==> src/verilog/rx_timers_pkg.sv <==
package rx_timers_pkg;
	// Register indices; byte address is four times the index
	localparam int              ADDR_W            = 8;
	localparam logic [5:0]      IDX_RX_MASK_TIME  = 6'h0f;
	localparam logic [5:0]      IDX_NRT_HIGH      = 6'h10;
	localparam logic [5:0]      IDX_NRT_LOW       = 6'h11;
	localparam logic [5:0]      IDX_TIMER_CONTROL = 6'h12;
	localparam logic [5:0]      IDX_GPT_TIME      = 6'h20;
	localparam logic [5:0]      IDX_MODE          = 6'h21;
	localparam logic [5:0]      IDX_COMMAND       = 6'h22;
	localparam logic [5:0]      IDX_INT_STATUS    = 6'h23;
	localparam logic [5:0]      IDX_INT_MASK      = 6'h24;
	localparam logic [5:0]      IDX_TIMER_STATUS  = 6'h25;

	// Reset values
	localparam logic [7:0]      RX_MASK_TIME_RST  = 8'h08;
	localparam logic [7:0]      ZERO8             = 8'h00;

	// Timer control fields
	localparam int              TC_TRIG_LSB       = 5;
	localparam int              TC_MRT_STEP       = 3;
	localparam int              TC_START_COND     = 2;
	localparam int              TC_PAYMENT        = 1;
	localparam int              TC_NRT_STEP       = 0;
	localparam logic [7:0]      TC_WRITABLE       = 8'hef;

	// Mode, command and interrupt bits
	localparam int              MODE_NFC          = 0;
	localparam int              MODE_ACTIVE_PEER  = 1;
	localparam int              CMD_START_NRT     = 0;
	localparam int              CMD_START_GPT     = 1;
	localparam int              INT_W             = 3;
	localparam int              INT_NRT           = 0;
	localparam int              INT_GPT           = 1;
	localparam int              INT_MASK_END      = 2;

	// Steps as shifts of carrier periods: 64, 512, 4096 and 8
	localparam int              MRT_SHIFT0        = 6;
	localparam int              MRT_SHIFT1        = 9;
	localparam int              NRT_SHIFT0        = 6;
	localparam int              NRT_SHIFT1        = 12;
	localparam int              GPT_SHIFT         = 3;

	// Trigger sources
	localparam logic [2:0]      TRIG_NONE         = 3'h0;
	localparam logic [2:0]      TRIG_RX_END       = 3'h1;
	localparam logic [2:0]      TRIG_RX_START     = 3'h2;
	localparam logic [2:0]      TRIG_TX_END       = 3'h3;

	typedef enum logic [1:0] {
		NRT_IDLE       = 2'b00,
		NRT_WAIT_FIELD = 2'b01,
		NRT_RUN        = 2'b11
	} nrt_state_t;
endpackage

==> src/verilog/rx_timers.sv <==
// Function
// - Receiver output is ignored for the mask time after transmission ends.
// - Mask step select 0: each mask count is 64 carrier periods.
// - Mask step select 1: each mask count is 512 carrier periods.
// - No-response timer runs from end of transmission; expiry without reply interrupts.
// - In NFC mode the no-response timer starts only once external field seen, except by start command.
// - Active peer: no-response timer starts when own transmitter switches off.
// - A zero no-response value never starts the no-response timer.
// - Start command resets and restarts the no-response timer.
// - No-response step select: 64 carrier periods when 0, 4096 when 1.
// - No-response value is 16 bits: high byte at 10h, low at 11h.
// - Active peer start condition: 0 own field off, 1 peer field on.
// - Payment-mode bit selects the payment variant of the no-response timer.
// - General purpose timer starts on its start command when its time value is nonzero.
// - Trigger field adds end of reception, start of reception or end of transmission.
// - Trigger 011 in active peer: expiry switches field off, gates timer start.
//
// The APB slave port is this design's own decision.
`timescale 1ns/100ps
module rx_timers
	import rx_timers_pkg::*;
#(
	parameter int GPT_W = 16
) (
	// Clock and reset
	input  wire logic              clock,
	input  wire logic              rst_n,
	// APB slave
	input  wire logic              psel,
	input  wire logic              penable,
	input  wire logic              pwrite,
	input  wire logic [ADDR_W-1:0] paddr,
	input  wire logic [31:0]       pwdata,
	output logic                   pready,
	output logic [31:0]            prdata,
	output logic                   pslverr,
	// Carrier and front end events
	input  wire logic              carrier_tick,
	input  wire logic              tx_end,
	input  wire logic              rx_start,
	input  wire logic              rx_end,
	input  wire logic              ext_field,
	input  wire logic              peer_field_on,
	input  wire logic              response_detected,
	// Receiver data path
	input  wire logic              rx_data_in,
	output logic                   rx_data_out,
	// Field control and interrupt
	output logic                   field_off,
	output logic                   irq
);
	localparam int MASK_CW = 8 + MRT_SHIFT1;
	localparam int NRT_CW  = 16 + NRT_SHIFT1;
	localparam int GPT_CW  = GPT_W + GPT_SHIFT;

	if (GPT_W < 8 || GPT_W > 16) begin : g_bad_width
		$error("GPT_W must lie between 8 and 16");
	end

	typedef struct packed {
		logic [7:0]        rx_mask_time;
		logic [7:0]        nrt_high;
		logic [7:0]        nrt_low;
		logic [7:0]        timer_control;
		logic [GPT_W-1:0]  gpt_time;
		logic [1:0]        mode;
		logic [INT_W-1:0]  int_status;
		logic [INT_W-1:0]  int_mask;
		logic [MASK_CW-1:0] mask_cnt;
		nrt_state_t        nrt_state;
		logic [NRT_CW-1:0] nrt_cnt;
		logic [GPT_CW-1:0] gpt_cnt;
		logic              gpt_run;
		logic              rx_data_out;
		logic              field_off;
		logic              irq;
		logic              pready;
		logic              pslverr;
		logic [31:0]       prdata;
	} state_t;

	function automatic logic is_mapped(input logic [5:0] idx);
		case (idx)
			IDX_RX_MASK_TIME, IDX_NRT_HIGH, IDX_NRT_LOW, IDX_TIMER_CONTROL,
			IDX_GPT_TIME, IDX_MODE, IDX_COMMAND, IDX_INT_STATUS,
			IDX_INT_MASK, IDX_TIMER_STATUS: is_mapped = 1'b1;
			default: is_mapped = 1'b0;
		endcase
	endfunction

	state_t          s;
	state_t          next_s;
	logic [5:0]      idx;
	logic            acc;
	logic            wr_go;
	logic            cmd_nrt;
	logic            cmd_gpt;
	logic [INT_W-1:0] w1c;
	logic [INT_W-1:0] events;
	logic [2:0]      trig;
	logic            active_peer_mode;
	logic            eot_gpt;
	logic [15:0]     nrt_val;
	logic [NRT_CW-1:0] nrt_load;
	logic            resp;
	logic            gpt_load;
	logic            gpt_exp;
	logic            nrt_exp;
	logic            own_off;
	logic            auto_start;
	logic            nrt_start;
	logic            nrt_wait;

	always_comb begin
		next_s = s;
		next_s.field_off = 1'b0;
		idx = paddr[7:2];
		acc = psel & penable;
		wr_go = acc & s.pready & pwrite;
		cmd_nrt = 1'b0;
		cmd_gpt = 1'b0;
		w1c = '0;
		events = '0;
		trig = s.timer_control[TC_TRIG_LSB+:3];
		active_peer_mode = s.mode[MODE_ACTIVE_PEER];
		eot_gpt = active_peer_mode && trig == TRIG_TX_END;
		nrt_val = {s.nrt_high, s.nrt_low};
		nrt_load = s.timer_control[TC_NRT_STEP] ? {nrt_val, 12'h000}
			: {6'h00, nrt_val, 6'h00};
		// Responses inside the mask window are not seen by the timer
		resp = response_detected && s.mask_cnt == '0;
		gpt_exp = 1'b0;
		nrt_exp = 1'b0;

		// APB: answer in the cycle after the access phase opens
		next_s.pready = acc & ~s.pready;
		// Error flag stands only in the cycle that pready does
		next_s.pslverr = 1'b0;
		if (acc && !s.pready) begin
			next_s.pslverr = ~is_mapped(idx);
			next_s.prdata = '0;
			if (!pwrite) begin
				case (idx)
					IDX_RX_MASK_TIME:  next_s.prdata[7:0] = s.rx_mask_time;
					IDX_NRT_HIGH:      next_s.prdata[7:0] = s.nrt_high;
					IDX_NRT_LOW:       next_s.prdata[7:0] = s.nrt_low;
					IDX_TIMER_CONTROL: next_s.prdata[7:0] = s.timer_control;
					IDX_GPT_TIME:      next_s.prdata[GPT_W-1:0] = s.gpt_time;
					IDX_MODE:          next_s.prdata[1:0] = s.mode;
					IDX_INT_STATUS:    next_s.prdata[INT_W-1:0] = s.int_status;
					IDX_INT_MASK:      next_s.prdata[INT_W-1:0] = s.int_mask;
					IDX_TIMER_STATUS:  next_s.prdata[3:0] = {s.nrt_state, s.gpt_run,
						s.mask_cnt != '0};
					default:           next_s.prdata = '0;
				endcase
			end
		end
		if (wr_go) begin
			case (idx)
				IDX_RX_MASK_TIME:  next_s.rx_mask_time = pwdata[7:0];
				IDX_NRT_HIGH:      next_s.nrt_high = pwdata[7:0];
				IDX_NRT_LOW:       next_s.nrt_low = pwdata[7:0];
				IDX_TIMER_CONTROL: next_s.timer_control = pwdata[7:0] & TC_WRITABLE;
				IDX_GPT_TIME:      next_s.gpt_time = pwdata[GPT_W-1:0];
				IDX_MODE:          next_s.mode = pwdata[1:0];
				IDX_COMMAND: begin
					cmd_nrt = pwdata[CMD_START_NRT];
					cmd_gpt = pwdata[CMD_START_GPT];
				end
				IDX_INT_STATUS:    w1c = pwdata[INT_W-1:0];
				IDX_INT_MASK:      next_s.int_mask = pwdata[INT_W-1:0];
				default: ;
			endcase
		end

		// Mask receive timer
		if (tx_end) begin
			next_s.mask_cnt = s.timer_control[TC_MRT_STEP] ? {s.rx_mask_time, 9'h000}
				: {3'h0, s.rx_mask_time, 6'h00};
		end else if (carrier_tick && s.mask_cnt != '0) begin
			next_s.mask_cnt = s.mask_cnt - 1'b1;
			events[INT_MASK_END] = s.mask_cnt == 1;
		end
		next_s.rx_data_out = (s.mask_cnt != '0) ? 1'b0 : rx_data_in;

		// General purpose timer
		gpt_load = cmd_gpt
			|| (trig == TRIG_RX_END && rx_end)
			|| (trig == TRIG_RX_START && rx_start)
			|| (trig == TRIG_TX_END && tx_end);
		if (gpt_load && s.gpt_time != '0) begin
			next_s.gpt_cnt = {s.gpt_time, 3'h0};
			next_s.gpt_run = 1'b1;
		end else if (s.gpt_run && carrier_tick) begin
			next_s.gpt_cnt = s.gpt_cnt - 1'b1;
			if (s.gpt_cnt == 1) begin
				gpt_exp = 1'b1;
				next_s.gpt_run = 1'b0;
			end
		end
		events[INT_GPT] = gpt_exp;
		next_s.field_off = gpt_exp & eot_gpt;

		// No-response timer start selection
		own_off = eot_gpt ? gpt_exp : tx_end;
		if (active_peer_mode) begin
			auto_start = s.timer_control[TC_START_COND] ? peer_field_on : own_off;
		end else begin
			auto_start = tx_end && (!s.mode[MODE_NFC] || ext_field);
		end
		nrt_start = nrt_val != '0 && (cmd_nrt || auto_start);
		nrt_wait = nrt_val != '0 && !active_peer_mode && s.mode[MODE_NFC]
			&& tx_end && !ext_field;

		if (nrt_start) begin
			next_s.nrt_state = NRT_RUN;
			next_s.nrt_cnt = nrt_load;
		end else if (nrt_wait) begin
			next_s.nrt_state = NRT_WAIT_FIELD;
		end else begin
			case (s.nrt_state)
				NRT_WAIT_FIELD: begin
					// A value cleared while waiting must not start a zero count
					if (ext_field && nrt_val != '0) begin
						next_s.nrt_state = NRT_RUN;
						next_s.nrt_cnt = nrt_load;
					end
				end
				NRT_RUN: begin
					// Payment variant keeps timing through a reply
					if (resp && !s.timer_control[TC_PAYMENT]) begin
						next_s.nrt_state = NRT_IDLE;
					end else if (carrier_tick) begin
						next_s.nrt_cnt = s.nrt_cnt - 1'b1;
						if (s.nrt_cnt == 1) begin
							nrt_exp = 1'b1;
							next_s.nrt_state = NRT_IDLE;
						end
					end
				end
				default: next_s.nrt_state = NRT_IDLE;
			endcase
		end
		events[INT_NRT] = nrt_exp;

		// Set wins over a write-one clear in the same cycle
		next_s.int_status = (s.int_status & ~w1c) | events;
		next_s.irq = |(next_s.int_status & next_s.int_mask);
	end

	always_ff @(posedge clock or negedge rst_n) begin
		if (!rst_n) begin
			s <= '0;
			s.rx_mask_time <= RX_MASK_TIME_RST;
			s.nrt_high <= ZERO8;
			s.nrt_low <= ZERO8;
			s.timer_control <= ZERO8;
			s.nrt_state <= NRT_IDLE;
		end else begin
			s <= next_s;
		end
	end

	assign pready      = s.pready;
	assign prdata      = s.prdata;
	assign pslverr     = s.pslverr;
	assign rx_data_out = s.rx_data_out;
	assign field_off   = s.field_off;
	assign irq         = s.irq;
endmodule

==> config.mk <==
export PLATFORM = sky130hd
export DESIGN_NAME = rx_timers
export DESIGN_NICKNAME = d
export VERILOG_FILES = /design/src/verilog/rx_timers_pkg.sv /design/src/verilog/rx_timers.sv
export SDC_FILE = /design/constraint.sdc
export NUM_CORES = 1
export LEC_CHECK = 0
export BUFFER_PORTS_ARGS = -buffer_cell sky130_fd_sc_hd__buf_2
export CELL_PAD_IN_SITES_DETAIL_PLACEMENT = 0
export CELL_PAD_IN_SITES_GLOBAL_PLACEMENT = 1
export CORE_ASPECT_RATIO = 0.5
export CORE_MARGIN = 1.5
export CORE_UTILIZATION = 45
export DETAILED_ROUTE_END_ITERATION = 8
export GPL_TIMING_DRIVEN = 1
export PLACE_DENSITY_LB_ADDON = 0.1
export SETUP_SLACK_MARGIN = 0.1
export SLEW_MARGIN = 20
export SYNTH_ARGS = -nofsm -noshare
export SYNTH_HDL_FRONTEND = slang
export SYNTH_SLANG_ARGS = --single-unit
==> constraint.sdc <==
create_clock -name clock -period 2.7 [get_ports clock]
set_input_delay 0.405 -clock clock [delete_from_list [all_inputs] [get_ports clock]]
set_output_delay 0.405 -clock clock [all_outputs]
set_load 0.005 [all_outputs]
---- After elaboration in Yosys (flattened, before gate mapping) ----
Cells that the tools add are included.
operators by class
  reduce and logical (&&, ||, !) cells .... 46
  muxes and demuxes ....................... 49
  $add $sub $neg .......................... 3
  bitwise operators ....................... 11
  equality and inequality tests ........... 25
operators with widths
  cell                                                 count
  2-to-1 mux 30 bit                                    3
  2-to-1 mux 28 bit                                    3
  case mux 28 bit (2 select lines)                     1
  2-to-1 mux 17 bit                                    3
  2-to-1 mux 20 bit                                    2
  == test 6 bit (second input constant)                6
  2-to-1 mux 33 bit                                    1
  nonzero test 16 bit                                  2
  == test 28 x 1 -> 1 bit (second input constant)      1
  subtractor 28 x 1 -> 28 bit (second input constant)  1
  2-to-1 mux 1 bit                                     22
  case mux 4 bit (5 select lines)                      1
  == test 19 x 1 -> 1 bit (second input constant)      1
  subtractor 19 x 1 -> 19 bit (second input constant)  1
  == test 6 x 5 -> 1 bit (second input constant)       3
  case mux 2 bit (9 select lines)                      1
  == test 17 x 1 -> 1 bit (second input constant)      1
  logical AND 1 bit                                    17
  logical NOT 17 bit                                   1
  nonzero test 17 bit                                  1
  subtractor 17 x 1 -> 17 bit (second input constant)  1
  2-to-1 mux 16 bit                                    1
  AND reduction 2 bit                                  7
  2-to-1 mux 3 bit                                     4
  other kinds (27)                                     49
storage, ports and cells
  logic and storage cells ................. 153
  register bits ........................... 159
  input bits .............................. 53
  output and inout port bits .............. 37

---- Depth between registers and ports, before layout ----
  word-level depth ........................ 18
  mapped depth ............................ 11
  depth with buffers taken out ............ 9

---- Least setup slack after synthesis ----
Ideal clock, no wire load.
  path type ............................... input -> register
  start ................................... input port paddr[5]
  end ..................................... register s[77] (netlist bit)
  slack ................................... 195 ps
  stages on the path ...................... 8
  buffers on the path ..................... 1
  arrival time ............................ 2,386 ps
  required time ........................... 2,580 ps
  setup time .............................. 120 ps
  cells stage by stage .................... or4b_1 -> buf_2 -> nor4_4 -> a211oi_2 -> o32ai_4 -> nor2_2 -> or4_1 -> a31o_1
on the way
  word-level cells in the longest chain between the ends .. 15
  elaborated cells between the ends (all ways) .. 22
  classes of those cells .................. eq/ne (5); mux (9); reduce/logical (8)
RTL lines
  item                                                            line              source
  start, declared                                                 rx_timers.sv:32   input wire logic [ADDR_W-1:0] paddr,
  == test 6 bit (*)                                               rx_timers.sv:159  case (idx)
  2-to-1 mux 1 bit                                                rx_timers.sv:159
  2-to-1 mux 1 bit                                                rx_timers.sv:158  if (wr_go) begin
  logical OR 1 bit                                                rx_timers.sv:188  || (trig == TRIG_RX_END && rx_end)
  logical OR 1 bit                                                rx_timers.sv:189  || (trig == TRIG_RX_START && rx_start)
  logical OR 1 bit                                                rx_timers.sv:190  || (trig == TRIG_TX_END && tx_end);
  logical AND 1 bit                                               rx_timers.sv:191  if (gpt_load && s.gpt_time != '0) begin
  2-to-1 mux 1 bit                                                rx_timers.sv:191
  2-to-1 mux 1 bit                                                rx_timers.sv:205  own_off = eot_gpt ? gpt_exp : tx_end;
  2-to-1 mux 1 bit                                                rx_timers.sv:207  auto_start = s.timer_control[TC_START_COND] ? peer_field_on : own_off;
  2-to-1 mux 1 bit                                                rx_timers.sv:206  if (active_peer_mode) begin
  logical OR 1 bit (*)                                            rx_timers.sv:211  nrt_start = nrt_val != '0 && (cmd_nrt || auto_start);
  logical AND 1 bit (*)                                           rx_timers.sv:211
  inequality test 3 bit (no source line) (tied with other cells)  --
  AND reduction 5 bit (no source line)                            --
  end signal, assigned                                            rx_timers.sv:260  s <= next_s;
  end, declared                                                   rx_timers.sv:91   state_t s;
Every way passes the cells marked *; elsewhere a longest branch is shown, timed or not.
A chain may end at the register's enable or synchronous reset.

---- Final worst setup path ----
  start ................................... register s[41] (netlist bit)
  end ..................................... register s[77] (netlist bit)
on the way
  word-level cells in the longest chain between the ends .. 11
  elaborated cells between the ends (all ways) .. 16
  classes of those cells .................. eq/ne (5); mux (7); reduce/logical (4)
RTL lines
  item                                                            line              source
  == test 19 x 1 -> 1 bit (*)                                     rx_timers.sv:196  if (s.gpt_cnt == 1) begin
  2-to-1 mux 1 bit (*)                                            rx_timers.sv:196
  2-to-1 mux 1 bit (*)                                            rx_timers.sv:194  end else if (s.gpt_run && carrier_tick) begin
  2-to-1 mux 1 bit (*)                                            rx_timers.sv:191
  2-to-1 mux 1 bit (*)                                            rx_timers.sv:205
  2-to-1 mux 1 bit (*)                                            rx_timers.sv:207
  2-to-1 mux 1 bit (*)                                            rx_timers.sv:206
  logical OR 1 bit (*)                                            rx_timers.sv:211
  logical AND 1 bit (*)                                           rx_timers.sv:211
  inequality test 3 bit (no source line) (tied with other cells)  --
  AND reduction 5 bit (no source line)                            --
Marked as above.

==> results.json <==
{
  "antenna_found_initial": 1,
  "worst-path-buf-inv": 1,
  "arrival_ns": 3.00,
  "powerDensity_mw_per_mm2": 780,
  "synth.avg_cell_area_um2": 10.3,
  "synth.distinct_cells": 82,
  "finalHoldViolCount": 0,
  "rows": 34,
  "die_h_um": 96.9,
  "clk_latency_ns": 0.43,
  "syn-cell-area_mm2": 0.00793,
  "fin_skew_ns": 0.0134,
  "hp-class": "in -> reg",
  "grt_pass1_wl_um": 36800,
  "synth-edff-count": 0,
  "crit_path_start_kind": "flip-flop",
  "grt_pass1_vias": 6506,
  "drive_gt1_share_pct": 35.0,
  "fp.dieW_um": 191,
  "detailedRoute.firstIterationViolations": 476,
  "path_max_fanout": 4,
  "vias": 6550,
  "nFillCells": 1535,
  "numCtsBuffers": 17,
  "dp_hpwl_um": 16900,
  "place_congestion": 0.906,
  "fin_cells": 1169,
  "yosysMostFrequentCell": "dfrtp_1",
  "die_area_mm2": 0.0185,
  "r2r_cells": 8,
  "synth_cells": 772,
  "cts_buffer_depth": 2,
  "tritoncts": "built",
  "max_slew_margin_pct": 64.2,
  "synth-main-ff-cell": "dfrtp_1",
  "synthArstFlopShare_pct": 100,
  "crit_cells": 8,
  "ys_top_cells_by_area": "dfrtp_1 (45%), mux2_2 (8.0%), mux2i_1 (3.4%)",
  "start_util_pct": 45.8,
  "yosys-mux-area-fraction_pct": 11.4,
  "drt_wl_total_um": 23200,
  "drt_first_pass_iters": 5,
  "cp.required_ns": 3.02,
  "holdWs_ns": 0.177,
  "drv_slew": 0,
  "path_cells": "or3_4 -> nor4_4 -> nand4_4 -> buf_6 -> o32ai_4 -> nor2_4 -> or4_1 -> a31o_1",
  "status": "finished clean",
  "setup_violations": 0,
  "cp-end-kind": "flip-flop",
  "synth_seq_area_share_pct": 45.1,
  "crit_path_top_delay_cell": "or3_4",
  "wl_per_cell_um": 19.9,
  "grtUsageTotal_pct": 26.3,
  "final.min_clock_period_ns": 2.68,
  "synthAdderAreaFrac_pct": 0.947,
  "worst_path_largest_cell_delay_ns": 0.41,
  "cap_viol_max_count": 0,
  "synth_top_family_by_area": "simple AND/OR/NAND/NOR gates",
  "cts.sinks": 143,
  "synth-simple-area-share_pct": 18.9,
  "diodes": 0,
  "rsz0062_at_grt": "yes",
  "io_pins": 90,
  "viasPerCell": 5.60,
  "synth_common_cells": "dfrtp_1 (142), nand2_1 (62), mux2_2 (56)",
  "holdPathStages": 2,
  "yosys.area.top_type": "dfrtp_1",
  "yosys_register_bits": 143,
  "peakVddDrop_v": 0.000613,
  "remaining_drc_errors": 0,
  "io_buffers": 55,
  "cts-htree-levels": 4,
  "cts-root-buf": "clkbuf_16",
  "max_freq_ghz": 0.374,
  "cpLargestDelayFamily": "simple AND/OR/NAND/NOR gates",
  "post-route-period-util_pct": 99.1,
  "clk_pin_slew_ns": 0.06,
  "tightest_slew_ns": 0.537,
  "critPathKind": "reg -> reg",
  "synth-compound-area-share_pct": 13.9,
  "final_nets": 981,
  "ys_warn_count": 0,
  "leakage_nw": 4.61,
  "synth-xor-area-share_pct": 3.98,
  "grt_remaining_overflow": 0,
  "area_delta_synth_final_pct": 26.5,
  "drtAntennaViolNets": 0,
  "core_area_mm2": 0.0173,
  "grt_max_degree": 53,
  "r2r_slack_ns": 0.02,
  "dp.cells": 1121,
  "final_util_pct": 57.9,
  "synth_top_area_share_pct": 44.8
}
worst register-to-register path, cell delays in order (launching register included):
cell and delay, ns:
dfrtp_1 0.38, or3_4 0.41, nor4_4 0.31, nand4_4 0.20, buf_6 0.17, o32ai_4 0.39
nor2_4 0.08, or4_1 0.41, a31o_1 0.23
per-stage QoR:
stage | instance area [µm²] | total power, mW | setup TNS, ns | worst slack [ns]
5_1_grt | 10000 | 8.29 | -0.536 | -0.0773
4_1_cts | 9690 | 7.55 | 0 | 0.0661
6_report | 10000 | 7.82 | 0 | 0.0233
3_3_place_gp | 9010 | 5.05 | -0.699 | -0.0827
2_1_floorplan | 7990 | 4.23 | 0 | 0.195
3_5_place_dp | 9010 | 5.10 | -1.58 | -0.198
worst paths after layout:
check / endpoint / startpoint
hold reg to reg: prdata[4] / prdata[4]
min in group asynchronous: active_peer_mode / rst_n
max in group asynchronous: s[155] / rst_n
hold / removal: rx_data_out / rx_data_in
setup / recovery: s[77] / s[41]
setup reg to reg: s[77] / s[41]
what timing repair did:
action,4_1_cts,5_1_grt
cloned,0,1
hold buffers,1,0
resized for setup,13,64
pin swaps,3,29
setup endpoints to repair,26,34
endpoints found under the hold margin,49,0
buffers inserted,3,11
state kept, by name (all words and copies together) (netlist names):
register          flops
active_peer_mode      1
rx_data_out           1
nrt_val              16
s                   105
field_off             1
pslverr               1
irq                   1
prdata               16
pready                1
layer usage:
layer | share of wire, % | up-vias | global-route usage, %
met3 | 5.0 | 19 | 5.55
met2 | 45 | 148 | 39.8
li1 | - | 3106 | -
met4 | 0.96 | 0 | 5.88
met5 | 0 | - | 0
met1 | 49 | 3277 | 38.4
cells by family after synthesis:
group	count (synthesis)
XOR/XNOR	36
other	1
buffers and inverters	80
multiplexers	83
AO/OA/AOI/OAI	155
flip-flops	143
AND/OR/NAND/NOR	268
adder cells (fa/ha/maj)	6
power by group:
group / internal, mW / switching, mW / total, mW / leakage, nW
clock network: 1.39 / 0.982 / 2.37 / 0.265
registers: 2.44 / 0.334 / 2.78 / 1.95
logic: 1.22 / 1.46 / 2.68 / 2.39
area by class of cell:
class | instances | area [µm²] | share of cell area (%)
multi-input combinational | 565 | 4210 | 42.0
sequential | 143 | 3580 | 35.7
timing repair buffer | 179 | 1300 | 13.0
clock buffer | 20 | 447 | 4.45
tap | 234 | 293 | 2.92
clock inverter | 12 | 136 | 1.36
inverter | 16 | 60.1 | 0.599
cell usage in the layout, fill, tap and decap left out, types with 8 or more instances in the layout:
master / n
clkbuf_16: 17
nand3b_1: 8
o21ai_1: 9
nor4_2: 8
xor2_1: 17
nand3_1: 15
dfrtp_1: 142
nor4_1: 16
nor2b_1: 10
buf_4: 104
nor3_1: 26
a21oi_1: 19
inv_1: 16
a22o_1: 14
mux2i_1: 27
nor2_1: 44
conb_1: 16
mux2_2: 56
o21ai_0: 32
xnor2_1: 19
buf_2: 54
nand2_1: 62
buf_6: 18
No activity file was read; power rests on OpenSTA's default activity.
